### config.mk
export PLATFORM = sky130hd
export DESIGN_NAME = pilu_core
export DESIGN_NICKNAME = d
export VERILOG_FILES = /design/src/pilu_pkg.sv /design/src/pilu_prio_enc.sv /design/src/pilu_core.sv
export SDC_FILE = /design/constraint.sdc
export NUM_CORES = 1
export LEC_CHECK = 0
export ABC_AREA = 1
export BUFFER_PORTS_ARGS = -buffer_cell sky130_fd_sc_hd__buf_2
export CORE_ASPECT_RATIO = 0.9
export CORE_UTILIZATION = 55
export DETAILED_ROUTE_END_ITERATION = 6
export GPL_TIMING_DRIVEN = 1
export PLACE_DENSITY = 0.82
export SLEW_MARGIN = 10
export SYNTH_ARGS = -nofsm -noshare
export SYNTH_HDL_FRONTEND = slang
export SYNTH_SLANG_ARGS = --single-unit
### constraint.sdc
create_clock -name core_clk -period 2.9 [get_ports core_clk]
set_clock_uncertainty 0.1 [all_clocks]
set_input_delay 0.725 -clock core_clk [delete_from_list [all_inputs] [get_ports core_clk]]
set_output_delay 0.725 -clock core_clk [all_outputs]
set_load 0.01 [all_outputs]
### src/pilu_pkg.sv
`default_nettype none
package pilu_pkg;
   typedef enum logic [1:0] {
      ST_IDLE   = 2'b01,
      ST_ACCEPT = 2'b10
   } pilu_state_t;

   // Byte lanes: lane 0 holds bits 7:0 of the 32-bit latch/enable words
   localparam logic [3:0][7:0] PEND_ADDR = {8'h3D, 8'h3C, 8'h2F, 8'h2E};
   localparam logic [3:0][7:0] EN_ADDR   = {8'h2D, 8'h2C, 8'h3B, 8'h3A};
   localparam int              LANES     = 4;

   localparam int MASTER_BIT  = 0;
   localparam int SRC_SOFT    = 1;
   localparam int SRC_TRAP    = 2;
   localparam int SRC_WDT     = 3;
   localparam int SRC_EXT0    = 4;
   localparam int PSW_MASTER_BIT = 0;

   localparam logic [31:0] LATCH_IMPL  = 32'hFFFF_FFFC;
   localparam logic [31:0] EN_IMPL     = 32'h3FF0_2FF1;
   localparam logic [31:0] LATCH_RESET = 32'h0000_0000;
   localparam logic [31:0] EN_RESET    = 32'h0000_0000;

   localparam logic [15:0] VEC_BASE_LO = 16'hFFFE;
   localparam logic [15:0] VEC_BASE_HI = 16'hFFDE;
   localparam logic [4:0]  HI_FIRST    = 5'h10;

   // One machine cycle is four core clocks
   localparam int          MC_CLKS      = 4;
   localparam int          ACCEPT_MC    = 8;
   localparam int          ACCEPT_CLKS  = MC_CLKS * ACCEPT_MC;
   localparam logic [5:0]  ACC_LAST     = 6'(ACCEPT_CLKS - 1);
   localparam logic [5:0]  PUSH_PSW_CNT = 6'(MC_CLKS * 1);
   localparam logic [5:0]  PUSH_PCH_CNT = 6'(MC_CLKS * 2);
   localparam logic [5:0]  PUSH_PCL_CNT = 6'(MC_CLKS * 3);
   localparam logic [15:0] SP_STEP      = 16'h0001;
   localparam logic [15:0] SP_PUSHES    = 16'h0003;
endpackage
`default_nettype wire

### src/pilu_prio_enc.sv
`default_nettype none
module pilu_prio_enc (
   input  wire logic [31:0] elig,
   output logic             found,
   output logic [4:0]       idx,
   output logic [15:0]      vec
);
   logic [32:0] lower;
   logic [31:0] onehot;

   assign lower[0] = 1'b0;
   // Lowest index wins
   genvar g;
   for (g = 0; g < 32; g++) begin : g_rank
      assign onehot[g]  = elig[g] & ~lower[g];
      assign lower[g+1] = lower[g] | elig[g];
   end

   always_comb begin
      found = lower[32];
      idx   = 5'h00;
      for (int i = 0; i < 32; i++) begin
         if (onehot[i]) begin
            idx = idx | 5'(i);
         end
      end
      // Vectors step down by two; upper bank restarts lower in the table
      if (idx < pilu_pkg::HI_FIRST) begin
         vec = 16'(pilu_pkg::VEC_BASE_LO - {10'h000, idx, 1'b0});
      end else begin
         vec = 16'(pilu_pkg::VEC_BASE_HI - {10'h000, idx, 1'b0});
      end
   end
endmodule
`default_nettype wire

### src/pilu_core.sv
`default_nettype none
module pilu_core (
   input  wire logic        core_clk,
   input  wire logic        arst_n,
   input  wire logic [7:0]  sfr_addr,
   input  wire logic        sfr_wr,
   input  wire logic        sfr_rd,
   input  wire logic [7:0]  sfr_wdata,
   output logic [7:0]       sfr_rdata,
   input  wire logic [31:4] maskable_event,
   input  wire logic        trap_event,
   input  wire logic        wdt_event,
   input  wire logic        soft_irq,
   input  wire logic        bad_opcode_irq,
   input  wire logic        ext0_pin_enable,
   input  wire logic        trap_action_select,
   input  wire logic        wdt_action_select,
   input  wire logic        cpu_boundary,
   input  wire logic [15:0] cpu_pc,
   input  wire logic [15:0] cpu_sp,
   input  wire logic [7:0]  cpu_psw,
   input  wire logic        return_from_irq,
   input  wire logic [7:0]  pop_psw,
   output logic             irq_req,
   output logic [15:0]      irq_vector,
   output logic             irq_busy,
   output logic             stack_we,
   output logic [15:0]      stack_addr,
   output logic [7:0]       stack_data,
   output logic             pc_load,
   output logic [15:0]      pc_value,
   output logic             sp_load,
   output logic [15:0]      sp_value
);
   typedef struct packed {
      pilu_pkg::pilu_state_t st;
      logic [31:0]           latch;
      logic [31:0]           en;
      logic [5:0]            cnt;
      logic [4:0]            win_idx;
      logic [15:0]           win_vec;
      logic [15:0]           pc_save;
      logic [15:0]           sp_save;
      logic [15:0]           sp_new;
      logic [7:0]            psw_save;
      logic [7:0]            rdata;
      logic                  req;
      logic [15:0]           vec;
      logic                  stack_we;
      logic [15:0]           stack_addr;
      logic [7:0]            stack_data;
      logic                  pc_load;
      logic                  sp_load;
      logic                  busy;
   } pilu_regs_t;

   pilu_regs_t s_q;
   pilu_regs_t s_d;

   logic [31:0] set_vec;
   logic [31:0] elig;
   logic [31:0] clr_mask;
   logic [31:0] en_wmask;
   logic [31:0] en_wdata;
   logic [31:0] acc_clr;
   logic [3:0]  pend_hit;
   logic [3:0]  en_hit;
   logic        found;
   logic [4:0]  win_idx;
   logic [15:0] win_vec;
   logic        accept_fire;
   logic        idle;

   assign set_vec = {maskable_event,
                     wdt_event & ~wdt_action_select,
                     trap_event & ~trap_action_select,
                     2'b00};

   genvar g;
   for (g = 0; g < pilu_pkg::LANES; g++) begin : g_lane
      assign pend_hit[g]          = sfr_wr & (sfr_addr == pilu_pkg::PEND_ADDR[g]);
      assign en_hit[g]            = sfr_wr & (sfr_addr == pilu_pkg::EN_ADDR[g]);
      assign clr_mask[g*8 +: 8]   = pend_hit[g] ? ~sfr_wdata : 8'h00;
      assign en_wmask[g*8 +: 8]   = en_hit[g] ? 8'hFF : 8'h00;
      assign en_wdata[g*8 +: 8]   = sfr_wdata;
   end

   assign idle = (s_q.st == pilu_pkg::ST_IDLE);

   // Soft and bad-opcode have no latch
   always_comb begin
      elig = s_q.latch & s_q.en & {32{s_q.en[pilu_pkg::MASTER_BIT]}};
      elig[pilu_pkg::SRC_EXT0] = elig[pilu_pkg::SRC_EXT0] & ext0_pin_enable;
      elig[pilu_pkg::SRC_WDT]  = s_q.latch[pilu_pkg::SRC_WDT];
      elig[pilu_pkg::SRC_TRAP] = s_q.latch[pilu_pkg::SRC_TRAP];
      elig[pilu_pkg::SRC_SOFT] = soft_irq | bad_opcode_irq;
      elig[0]                  = 1'b0;
   end

   pilu_prio_enc u_enc (
      .elig  (elig),
      .found (found),
      .idx   (win_idx),
      .vec   (win_vec)
   );

   assign accept_fire = idle & cpu_boundary & found;

   always_comb begin
      acc_clr = 32'h0000_0000;
      if (accept_fire) begin
         acc_clr[win_idx] = 1'b1;
      end
   end

   always_comb begin
      s_d          = s_q;
      s_d.stack_we = 1'b0;
      s_d.pc_load  = 1'b0;
      s_d.sp_load  = 1'b0;

      s_d.latch = (((s_q.latch & ~clr_mask) & ~acc_clr) | set_vec) & pilu_pkg::LATCH_IMPL;

      s_d.en = ((s_q.en & ~en_wmask) | (en_wdata & en_wmask)) & pilu_pkg::EN_IMPL;

      if (return_from_irq) begin
         s_d.en[pilu_pkg::MASTER_BIT] = pop_psw[pilu_pkg::PSW_MASTER_BIT];
      end

      s_d.rdata = 8'h00;
      if (sfr_rd) begin
         for (int i = 0; i < pilu_pkg::LANES; i++) begin
            if (sfr_addr == pilu_pkg::PEND_ADDR[i]) begin
               s_d.rdata = s_q.latch[i*8 +: 8];
            end
            if (sfr_addr == pilu_pkg::EN_ADDR[i]) begin
               s_d.rdata = s_q.en[i*8 +: 8];
            end
         end
      end

      s_d.req = idle & found;
      s_d.vec = found ? win_vec : s_q.vec;

      unique case (s_q.st)
         pilu_pkg::ST_IDLE: begin
            if (accept_fire) begin
               s_d.st       = pilu_pkg::ST_ACCEPT;
               s_d.cnt      = 6'h00;
               s_d.win_idx  = win_idx;
               s_d.win_vec  = win_vec;
               s_d.pc_save  = cpu_pc;
               s_d.sp_save  = cpu_sp;
               s_d.sp_new   = 16'(cpu_sp - pilu_pkg::SP_PUSHES);
               s_d.psw_save = cpu_psw;
               s_d.psw_save[pilu_pkg::PSW_MASTER_BIT] = s_q.en[pilu_pkg::MASTER_BIT];
               s_d.en[pilu_pkg::MASTER_BIT] = 1'b0;
            end
         end
         pilu_pkg::ST_ACCEPT: begin
            s_d.req = 1'b0;
            s_d.cnt = 6'(s_q.cnt + 6'h01);
            // Push status, PC high, PC low
            if (s_q.cnt == pilu_pkg::PUSH_PSW_CNT) begin
               s_d.stack_we   = 1'b1;
               s_d.stack_addr = s_q.sp_save;
               s_d.stack_data = s_q.psw_save;
            end
            if (s_q.cnt == pilu_pkg::PUSH_PCH_CNT) begin
               s_d.stack_we   = 1'b1;
               s_d.stack_addr = 16'(s_q.sp_save - pilu_pkg::SP_STEP);
               s_d.stack_data = s_q.pc_save[15:8];
            end
            if (s_q.cnt == pilu_pkg::PUSH_PCL_CNT) begin
               s_d.stack_we   = 1'b1;
               s_d.stack_addr = 16'(s_q.sp_save - pilu_pkg::SP_STEP - pilu_pkg::SP_STEP);
               s_d.stack_data = s_q.pc_save[7:0];
            end
            if (s_q.cnt == pilu_pkg::ACC_LAST) begin
               s_d.st      = pilu_pkg::ST_IDLE;
               s_d.pc_load = 1'b1;
               s_d.sp_load = 1'b1;
            end
         end
      endcase
      // Busy kept in its own flop so the output needs no state decode
      s_d.busy = (s_d.st == pilu_pkg::ST_ACCEPT);
   end

   always_ff @(posedge core_clk or negedge arst_n) begin
      if (!arst_n) begin
         s_q       <= '0;
         s_q.st    <= pilu_pkg::ST_IDLE;
         s_q.latch <= pilu_pkg::LATCH_RESET;
         s_q.en    <= pilu_pkg::EN_RESET;
      end else begin
         s_q <= s_d;
      end
   end

   // Vector and stack pointer are held after pc_load so the CPU may sample late
   assign sfr_rdata  = s_q.rdata;
   assign irq_req    = s_q.req;
   assign irq_vector = s_q.vec;
   assign irq_busy   = s_q.busy;
   assign stack_we   = s_q.stack_we;
   assign stack_addr = s_q.stack_addr;
   assign stack_data = s_q.stack_data;
   assign pc_load    = s_q.pc_load;
   assign pc_value   = s_q.win_vec;
   assign sp_load    = s_q.sp_load;
   assign sp_value   = s_q.sp_new;

   localparam int ACC_DLY  = pilu_pkg::ACCEPT_CLKS + 1;
   localparam int PSW_DLY  = 6;
   localparam int PUSH_GAP = 4;
endmodule
`default_nettype wire

After elaboration in Yosys (flattened, before gate mapping)
Cells that the tools add are included.
Word-level totals
  register bits after elaboration: 183
  output and inout port bits: 85
  word-level logic and storage cells: 246
Operators by class
  $add $sub $neg: 6
  order comparisons: 3
  equality and inequality tests: 17
  mux-type cells: 80
  bitwise logic cells: 119
  reduce and logical (&&, ||, !) cells: 3
Operators with widths (count)
  $mux 8: 24
  $mux 84: 2
  $mux 25: 6
  $and 32x32->32: 3
  $mux 5: 16
  $eq 8x6->1 const B: 8
  $not 32->32: 2
  $and 30x30->30: 2
  $and 1x1->1: 44
  $and 32x30->32: 1
  $mux 32: 1
  $mux 4: 8
  $not 1->1: 32
  $or 32x32->32: 1
  $sub 16x1->16 const B: 2
  $or 1x1->1: 31
  $not 30->30: 1
  $or 30x30->30: 1
  $mux 27: 1
  $mux 16: 1
  $mux 2: 8
  $sub 16x2->16 const B: 1
  $eq 6x4->1 const B: 2
  $mux 3: 4
  other kinds (20): 26

Longest topological paths before layout
Gate-level depths: netlist of run 1.
  word-level depth: 41
  gate-level depth with buffers: 15
  gate-level depth less buffers: 15

Hierarchy
A second synthesis of run 1 with hierarchy kept.
Second synthesis, totals
  cell total of the unflattened synthesis: 1392
  area total of the unflattened synthesis: 10583.9 µm²
By module, submodules not included
  pilu_core: instances 1, cells an instance 1250, area each 9791.9 µm², seq. area each 4555.6 µm²
  pilu_prio_enc: instances 1, cells an instance 142, area each 792.0 µm², seq. area each 0.0 µm²

Worst setup path before layout of run 1
Ideal clock, no wire load.
  path kind: input port to flip-flop
  start point: input port soft_irq
  end point: register s_q, in the netlist irq_vector[14]
  arrival: 2.209 ns
  slack: 0.464 ns
  cell stages on the path: 10
  cell sequence: inv_1 nand2_1 nor2_2 nand4_2 nor2_4 nand4_2 nor2_4 nand4_2 buf_2 or2_2
Between the ends
  word-level cells in the longest chain between the ends: 35
Ends and longest elaborated chain
  start: declaration: RTL line pilu_core.sv:13  | input wire logic soft_irq,
  $or 1x1->1 (*): RTL line pilu_core.sv:96  | elig[pilu_pkg::SRC_SOFT] = soft_irq | bad_opcode_irq;
  $or 1x1->1 or $not 1->1 (tied branches): RTL line pilu_prio_enc.sv:16, pilu_prio_enc.sv:15
  $not 1->1 (tied with other cells): RTL line pilu_prio_enc.sv:15  | assign onehot[g] = elig[g] & ~lower[g];
  $and 1x1->1 (tied with other cells): RTL line pilu_prio_enc.sv:15
  $mux 2 (tied with other cells): RTL line pilu_prio_enc.sv:23  | if (onehot[i]) begin
  $mux 3 (tied with other cells) (4 in a row): RTL line pilu_prio_enc.sv:23
  $mux 4 (tied with other cells) (8 in a row): RTL line pilu_prio_enc.sv:23
  $mux 5 (tied with other cells) (14 in a row): RTL line pilu_prio_enc.sv:23
  $mux 5 or $and 1x1->1 (tied branches): RTL line pilu_prio_enc.sv:23, pilu_prio_enc.sv:15
  $mux 5: RTL line pilu_prio_enc.sv:23
  $sub 7x7->8 (tied with other cells): RTL line pilu_prio_enc.sv:31  | vec = 16'(pilu_pkg::VEC_BASE_HI - {10'h000, idx, 1'b0});
  $mux 16: RTL line pilu_prio_enc.sv:28  | if (idx < pilu_pkg::HI_FIRST) begin
  end: declaration: RTL line pilu_core.sv:57  | pilu_regs_t s_q;
Mark *: on every way between the ends. The rest lies on a longest branch, timed or not.
A chain may end at the register's enable or synchronous reset.

Final worst setup path of run 1
  start point: register s_q[136] (netlist name)
  end point: register s_q[104] (netlist name)
Between the ends
  word-level cells in the longest chain between the ends: 33
Ends and longest elaborated chain
  $and 32x32->32 (*): RTL line pilu_core.sv:92  | elig = s_q.latch & s_q.en & {32{s_q.en[pilu_pkg::MASTER_BIT]}};
  $and 1x1->1: RTL line pilu_core.sv:93  | elig[pilu_pkg::SRC_EXT0] = elig[pilu_pkg::SRC_EXT0] & ext0_pin_enable;
  $or 1x1->1 (27 in a row): RTL line pilu_prio_enc.sv:16  | assign lower[g+1] = lower[g] | elig[g];
  $or 1x1->1 (*): RTL line pilu_prio_enc.sv:16
  $and 1x1->1 (*): RTL line pilu_core.sv:107  | assign accept_fire = idle & cpu_boundary & found;
  $ne 2x2->1 (no line) (*)
  $reduce_and 2->1 (no line) (*)
Marked as above.

==> results of run 1 <==
==> critical path, delay by kind of cell (launching register included) <==
family                 cells  cell delay, ns
buffers and inverters      2            0.43
DFF                        1            0.55
and+or+nand+nor           11            1.49
==> placed cells by master (no fill, tap or decap), drive strengths merged, types with 3 or more instances in the layout <==
cell type,Yosys,final
nand4,19,19
nand3,73,73
a221oi,10,10
nor2,103,103
a21oi,31,31
o22ai,9,9
o21ai,106,106
buf,99,208
clkbuf,14,18
nor3,21,21
ha,5,5
nand2,336,336
or2,4,4
xor2,29,29
nand3b,5,5
dfrtp,161,161
a41oi,5,5
xnor2,4,4
inv,151,159
a31oi,5,5
clkinv,1,3
nor4,5,5
a21boi,10,10
==> power groups by stage <==
stage / clock, mW / combinational [mW] / sequential (mW)
finish: 2.32 / 2.77 / 3.41
global route: 2.44 / 3.12 / 3.48
CTS: 2.34 / 2.74 / 3.40
detailed placement: 0 / 2.71 / 3.41
global placement: 0 / 2.63 / 3.40
floorplan: 0 / 2.29 / 3.29
==> synthesized netlist by cell type (all sizes together) (14+ instances only) <==
| cell | n | area, um2 |
|---|---|---|
| o21ai | 106 | 531 |
| clkbuf | 14 | 52.6 |
| nand4 | 19 | 138 |
| buf | 99 | 752 |
| a21oi | 31 | 155 |
| nand2 | 336 | 1270 |
| nor2 | 103 | 412 |
| dfrtp | 161 | 4030 |
| inv | 151 | 567 |
| nor3 | 21 | 115 |
| xor2 | 29 | 254 |
| nand3 | 73 | 375 |
==> metal layers <==
metal  vias to the layer above  track usage (%)  routed length, um
met3                        42             7.39               2440
met2                       409             44.1              10600
met5                         -                0                  0
li1                       4077                -                  -
met4                         0             9.08                501
met1                      3978             39.9              10500
==> worst paths after layout <==
| kind | startpoint | end | slack (ns) | cells past startpoint |
|---|---|---|---|---|
| worst max-delay path | s_q[136] | s_q[104] | 0.21 | 13 |
| worst min-delay path | arst_n | sfr_rdata[5] | 0.14 | 1 |
| worst max register to register | s_q[136] | s_q[104] | 0.21 | 13 |
| worst min register to register | pc_value[4] | pc_value[4] | 0.37 | 2 |
| max in group asynchronous | arst_n | s_q[200] | 1.86 | 2 |
| min in group core_clk | wdt_action_select | elig[3] | 0.35 | 2 |
==> layout make-up <==
class                      instances  area (um2)  share of cell area [%]
multi-input combinational        796        3860                    36.7
clock buffer                      18         439                    4.17
clock inverter                    14         164                    1.56
inverter                         152         571                    5.42
sequential                       162        4060                    38.6
timing repair buffer             208        1170                    11.1
tap                              207         259                    2.46
==> flip-flops by register name, summed over array words and instances, names as in the netlist <==
name	count
s_q	96
irq_busy	1
pc_value	6
sfr_rdata	8
sp_value	16
stack_we	1
irq_vector	6
stack_addr	16
elig	2
stack_data	8
irq_req	1
pc_load	1
==> kinds of logic after synthesis <==
group                    count (synthesis)  synth area share (%)
AO/OA/AOI/OAI                          187                  11.5
multiplexers                             1                 0.108
other                                    1                0.0404
buffers and inverters                  265                  14.8
XOR/XNOR                                33                  3.11
flip-flops                             162                  43.7
adder cells (fa/ha/maj)                  5                 0.674
AND/OR/NAND/NOR                        568                  26.0
==> per-stage QoR <==
step	std cells	hold WS [ns]	util [%]	setup slack, ns	total power [mW]
6_report	1557	0.142	64.6	0.215	8.50
5_1_grt	1557	0.176	64.6	0.0319	9.05
4_1_cts	1557	0.157	64.5	0.122	8.48
3_5_place_dp	1525	0.362	60.8	0.0663	6.13
3_3_place_gp	1525	0.360	60.8	0.112	6.03
2_1_floorplan	1223	0.329	-	0.464	5.57
==> results.md, run 1 <==
Final layout:
- The number of fillers in the final layout is 1415.
- The final design instance area without fill is 10500 um2.
- The final layout contains 1447 nets.
- Compared with the post-synthesis result, the final layout area differs by 13.4%.
- The fraction of final layout cells with drive strength greater than 1 is 19.5%.
- The number of antenna diodes in the final layout is 0.

CTS:
- No sink is reached through more buffers than the 2 on the longest clock path.
- Clock-pin slew was measured on the worst setup and hold paths at 0.07 ns.
- The number of sinks handled by clock tree synthesis is 162.
- The number of hold buffers added after cts is 0.
- The TritonCTS buffer count is 17.
- TritonCTS built the clock tree.
- Once the clock tree was built, the resizer swapped 0 gates to a different size.
- The cell at the root of the clock tree is sky130_fd_sc_hd__clkbuf_16.
- The clock insertion delay at the later pin of the skew report is 0.44 ns.
- The post-CTS repair timing setup buffer count is 0.
- In this run the number of H-tree levels came out at 4.

Timing:
- At the pin with the least slew margin, the transition time is 0.527 ns.
- The total count of hold-check failures in the final report is 0.
- The timing-limited maximum frequency is 0.372 GHz.
- The number of max-slew violations in the final report was 0.
- The total negative slack for setup checks is 0 ns.
- The final number of setup-violating endpoints is 0.
- The tightest slew margin relative to the limit is 64.9%.
- The post-route minimum period is 2.69 ns.
- Setup repair after global routing left no endpoint under its margin.
- The final cycle utilization of the critical path is 92.6%.

Synth:
- The mapped cell area is 9280 um2.
- The number of flops mapped to enable cells by yosys is 0.
- The cell count after synthesis came out at 1222.
- The share of the Yosys chip area taken by registers is 43.7%.
- The number of distinct library cells after synthesis is 46.
- Averaged over all synthesized cells, the footprint is 7.59 um2.
- During synthesis, Yosys emitted a total of 0 warnings.
- The flip-flop cell with the highest count after synthesis is sky130_fd_sc_hd__dfrtp_1.
- In this run, synthesis produced a sequential element count of 162.
- Counting flops with an async set or reset pin after synthesis yields a share of 100%.

Pwr:
- The leakage power is 5.46 nW.
- VDD sags by at most 0.000439 V.
- The clock network accounts for 27.3% of the total power.
- The internal power contribution is 5.26 mW.
- Combinational logic burns 32.6% of the power.
- The power per cell area is 808 nW/um2.
- The sequential power share is 40.1%.
- The switching share of power is 38.1%.
- The analysis attributes to net switching a power of 3.24 mW.

Route:
- For this block, the initial DRC count from the detailed router was 840.
- In the final routed layout, each cell accounts on average for 15.5 um.
- The final layout contains routed wiring with a total length of 24.1 mm.
- The DRC violation count after routing is 16.
- Once detail routing completed, the nets flagged for antenna violations numbered 0.
- The detailed-routing iteration count for the pre-antenna-repair pass is 7.
- The detail-routed via count per cell is 5.46.
- The routed layout has 8506 vias.

Setup path:
- Among all stages on the critical path, the largest delay is contributed by sky130_fd_sc_hd__dfrtp_2.
- The biggest cell delay along the critical path is 0.55 ns.
- Data on the critical path arrives at its endpoint at 2.90 ns.
- STA puts the critical path data required time at 3.11 ns.
- STA classifies the critical path startpoint as a flip-flop.
- The signal on the critical path passes through nand3_1 -> nand2_1 -> nor2_2 -> nand4_2 -> nor2_4 -> nand4_2 -> nor2_4 -> nand4_2 -> nand2_4 -> inv_2 -> buf_12 -> nand2_1 -> nand2_1.
- The kind of end point of the critical path is a flip-flop.
- The critical path in this run is classified as flip-flop to flip-flop.
- In this run the worst path has a maximum fanout of 26.

Global route:
- Global routing used 28.7% of the available tracks.
- The wire length of the first global-routing pass is 39.5 mm.
- After global routing the overflow that remains totals 0.
- The via count of the first global-routing pass came to 8038.
- Entering global routing, the biggest net connects 80 pins.
- The number of antenna violations at the first check in global routing is 0.

Status:
- The checks that failed: design-rule violations.
- The flow ran to the end, but the final reports show violations.

Floorplanning:
- The floorplan step defined a die boundary enclosing 17400 um2.
- The core outline area is 16300 um2.
- Measured along the x axis, the die boundary spans 139 um.
- The starting utilization of the core area is 56.9%.
- Measured along the y axis, the die boundary spans 125 um.
- The count of pins on the block boundary is 190.
- After floorplanning, the core was divided into 44 placement rows.

Min path:
- The worst hold path class is primary input to async pin.

Placed design:
- The placer congestion estimate is 0.952.
- The placement-stage cell area is 9910 um2.
- Summed over all nets, the half-perimeter wirelength after detailed placement is 17.5 mm.
- Input and output buffers added on the ports amount to 179.

Flow run:
- The count of max-cap constraint violations is 0.
Note: power is estimated with default switching activity, not from simulation.
==> run 2, diff against run 1 <==
Settings changed: CORE_ASPECT_RATIO 0.9 to 0.5, PLACE_DENSITY 0.82 to 0.81, SYNTH_HIERARCHICAL set to 1.
==> results.md, run 2 <==
Status:
- The flow ran to the end, but the final reports show violations.
- The checks that failed: negative setup slack.

Setup path:
- The depth of the worst register-to-register path is 21.
- The startpoint type of the worst setup path is a flip-flop.
- In this design, the stage delay of the slowest critical-path cell is 0.41 ns.
- Data on the critical path arrives at its endpoint at 3.52 ns.
- The most numerous cell on the critical path is sky130_fd_sc_hd__nor2_4.
- The signal on the critical path passes through clkinvlp_4 -> buf_6 -> nor3_4 -> nor2_1 -> nand2_1 -> nor2_4 -> nand4_4 -> nor2_4 -> nand3_1 -> nor2_1 -> nor2_2 -> nand2_2 -> buf_6 -> nor3_4 -> nand3_2 -> buf_4 -> nor2_4 -> buf_4 -> inv_1 -> o21ai_1 -> o21bai_1.
- The maximum fanout along the worst path is 5.
- The number of cells on the critical path is 21.
- The critical path is of the flip-flop to flip-flop type.
- Counting both buffers and inverters, the worst setup path holds a total of 6.
- The kind of end point of the critical path is a flip-flop.
- The cell type of the slowest stage on the worst timing path is sky130_fd_sc_hd__dfrtp_2.
- In this design, the largest share of critical-path delay is due to simple AND/OR/NAND/NOR gates.
- STA puts the critical path data required time at 3.12 ns.

Floorplanning:
- The chip height is 100 um.
- The starting utilization of the core area is 56.9%.
- After floorplanning, the core was divided into 35 placement rows.
- The floorplan step defined a die boundary enclosing 19800 um2.
- 190 I/O pins were placed.
- Measured along the x axis, the die boundary spans 198 um.
- The core outline area is 18600 um2.

Pwr:
- The largest vdd supply drop is 0.000446 V.
- The leakage power is 6.77 nW.
- Internal power comes to 5.71 mW.
- The switching share of power is 39.3%.
- Of the total power, the clock network draws 24.7%.
- Sequential cells burn 40.3% of the power.
- The power per cell area is 708 nW/um2.
- The total power of the final layout is 9.41 mW.
- The power spent charging and discharging nets is 3.70 mW.
- The logic gate share of total power is 35.0%.

Synth:
- In the post-synthesis netlist, the biggest area contributors are sky130_fd_sc_hd__dfrtp_1 (43%), sky130_fd_sc_hd__nand2_1 (11%), sky130_fd_sc_hd__buf_4 (6.5%), sky130_fd_sc_hd__o21ai_0 (6.4%), sky130_fd_sc_hd__inv_1 (5.5%).
- The synthesized design devotes to its leading area cell type 42.8% of total area.
- Counting flops with a built-in enable in the synthesized netlist gives 0.
- The largest area contributor in the synthesized netlist is sky130_fd_sc_hd__dfrtp_1.
- The sequential share of the synthesized area is 43.0%.
- The netlist uses 53 different library cells.
- By instance count, the leading cell after synthesis is sky130_fd_sc_hd__nand2_1.
- The number of instances in the synthesized netlist is 1392.
- The async set or reset register ratio after synthesis is 100%.
- The synthesized netlist occupies a cell area of 10600 um2.
- In this run, synthesis produced a sequential element count of 182.
- Yosys printed 6 warnings.
- The flip-flop cell with the highest count after synthesis is sky130_fd_sc_hd__dfrtp_1.
- The commonest cells after synthesis are sky130_fd_sc_hd__nand2_1 (319), sky130_fd_sc_hd__dfrtp_1 (181), sky130_fd_sc_hd__inv_1 (156).
- The average size of a mapped cell is 7.60 um2.

Route:
- The detail-routed via count per cell is 5.41.
- The detail route stage leaves a number of antenna-violating nets equal to 0.
- The via count is 10.2k.
- The final routed wirelength across all metal layers is 31.7 mm.
- Before antenna repair, the detailed router went through 5 iterations.
- In the final routed layout, each cell accounts on average for 16.8 um.
- In this run, the number of DRC markers left after iteration 0 of detailed routing was 834.
- The DRC violation count after routing is 0.

Placed design:
- Port buffering added 181 buffers.
- The placement-stage cell area is 11800 um2.
- The final HPWL from detailed placement is 22.5 mm.
- The placer congestion estimate is 0.951.

Global route:
- The via count of the first global-routing pass came to 9760.
- The number of antenna violations at the first check in global routing is 0.
- For this run the aggregate overflow at the end of global routing stands at 0.
- The pin count of the biggest net entering global routing is 68.
- The combined global-route utilization of all metal layers is 31.4%.
- The first global-routing pass estimated 48.4 mm of wire.

Final layout:
- In the final layout, the share of cells above drive strength 1 is 30.4%.
- Summing all non-filler instances in the final layout gives an area of 13300 um2.
- For this run, the post-layout net count is 1732.
- The number of fillers in the final layout is 1442.
- The antenna diode instance count is 0.
- The top cell types in the final layout, fill and taps aside, are sky130_fd_sc_hd__nand2_1 (302), sky130_fd_sc_hd__dfrtp_1 (180), sky130_fd_sc_hd__buf_2 (180), sky130_fd_sc_hd__inv_1 (147), sky130_fd_sc_hd__nor2_1 (137).
- The sequential cell area in the final layout is 4560 um2.
- The most common cell after layout, fill and taps aside is sky130_fd_sc_hd__nand2_1.
- The multi-input combinational cells in the finished layout cover a total of 5120 um2.
- The layout overhead on the synthesized area is 25.7%.

Flow run:
- Across the run, the number of max-cap violations was 0.

CTS:
- The number of sinks handled by clock tree synthesis is 182.
- The clock insertion delay at the later pin of the skew report is 0.44 ns.
- The TritonCTS buffer count is 17.
- The H-tree generated during clock tree synthesis spans 4 levels.
- The CTS tree is yes.
- After clock tree synthesis, the clock-pin slew on the worst setup and hold paths is 0.07 ns.
- The deepest clock path buffer count is 2.
- The cell at the root of the clock tree is sky130_fd_sc_hd__clkbuf_16.

Timing:
- Setup repair after global routing could not meet its margin everywhere.
- Measured against its own limit, the worst slew margin works out to 56.6%.
- The timing-limited maximum frequency is 0.303 GHz.
- The number of max-slew violations in the final report is 0.
- Counting I/O delays and the setup requirement, the final critical path takes 3.30 ns.
- The total count of hold-check failures in the final report is 0.
- The final cycle utilization of the critical path is 114%.
- The transition time at the pin with the least slew margin is 0.651 ns.
- In the post-route analysis, the smallest setup slack over all paths is -0.401 ns.
- The final number of setup-violating endpoints is 121.

Min path:
- The worst hold path class is primary input to async pin.
[run 2: cell type report]
| cell class | instances | share of cell area (%) |
|---|---|---|
| Multi-Input combinational cell | 948 | 38.5 |
| Sequential cell | 182 | 34.3 |
| Timing Repair Buffer | 303 | 15.5 |
| Inverter | 169 | 4.91 |
| Clock buffer | 19 | 3.41 |
| Tap cell | 259 | 2.44 |
| Clock inverter | 12 | 0.903 |
| Timing Repair inverter | 1 | 0.0564 |
[run 2: cell families after synthesis]
| logic type | Yosys count | synth area share [%] |
|---|---|---|
| AO/OA/AOI/OAI | 266 | 14.8 |
| XOR/XNOR | 5 | 0.591 |
| adder cells (fa/ha/maj) | 5 | 0.591 |
| buffers and inverters | 293 | 13.8 |
| flip-flops | 182 | 43.0 |
| other | 3 | 0.106 |
| AND/OR/NAND/NOR | 638 | 27.0 |
[run 2: through the flow]
stage | worst slack, ns | util [%] | instances | hold WS [ns] | TNS (ns)
CTS | -0.197 | 68.7 | 1875 | 0.211 | -6.47
global route | -0.540 | 71.5 | 1893 | 0.232 | -42.82
global placement | -0.640 | 63.5 | 1821 | 0.354 | -58.88
finish | -0.401 | 71.5 | 1893 | 0.187 | -25.22
detailed placement | -0.733 | 63.5 | 1821 | 0.364 | -66.26
floorplan | -0.335 | - | 1423 | 0.329 | -21.98
[run 2: final timing paths]
kind / startpoint / slack, ns / to
max: s_q[136] / -0.40 / s_q[197]
min in group core_clk: cpu_pc[12] / 0.37 / s_q[105]
max in group asynchronous: arst_n / 1.80 / stack_addr[14]
min reg2reg: pc_value[15] / 0.38 / pc_value[15]
min: arst_n / 0.19 / s_q[183]
max reg2reg: s_q[136] / -0.40 / s_q[197]
[run 2: timing repair]
item                                    in CTS  in global routing
pin swaps                                   31                 27
endpoints found under the hold margin        0                  0
cloned                                       1                  5
endpoints found under the setup margin     128                128
hold buffers                                 0                  0
gates resized for setup                     69                 91
buffers inserted                            24                 21
[run 2: worst reg2reg max path, delay by kind of cell, from the launching register on]
family / cells / cell delay, ns
AOI/OAI and AO/OA: 2 / 0.23
buffers and inverters: 6 / 0.87
DFF: 1 / 0.41
and+or+nand+nor: 13 / 1.59
[run 2: routing by layer]
metal | GRT usage (%) | vias up | wire, um
li1 | - | 4865 | -
met1 | 42.4 | 4900 | 13700
met2 | 53.3 | 426 | 15200
met3 | 5.01 | 55 | 2250
met4 | 7.93 | 0 | 517
met5 | 0 | - | 0
[run 2: power by group through the flow]
stage | combinational (mW) | sequential [mW] | clock [mW]
floorplan | 2.65 | 3.64 | 0
global placement | 3.04 | 3.77 | 0
detailed placement | 3.12 | 3.80 | 0
CTS | 3.19 | 3.76 | 2.34
global route | 3.67 | 3.87 | 2.45
finish | 3.30 | 3.79 | 2.32
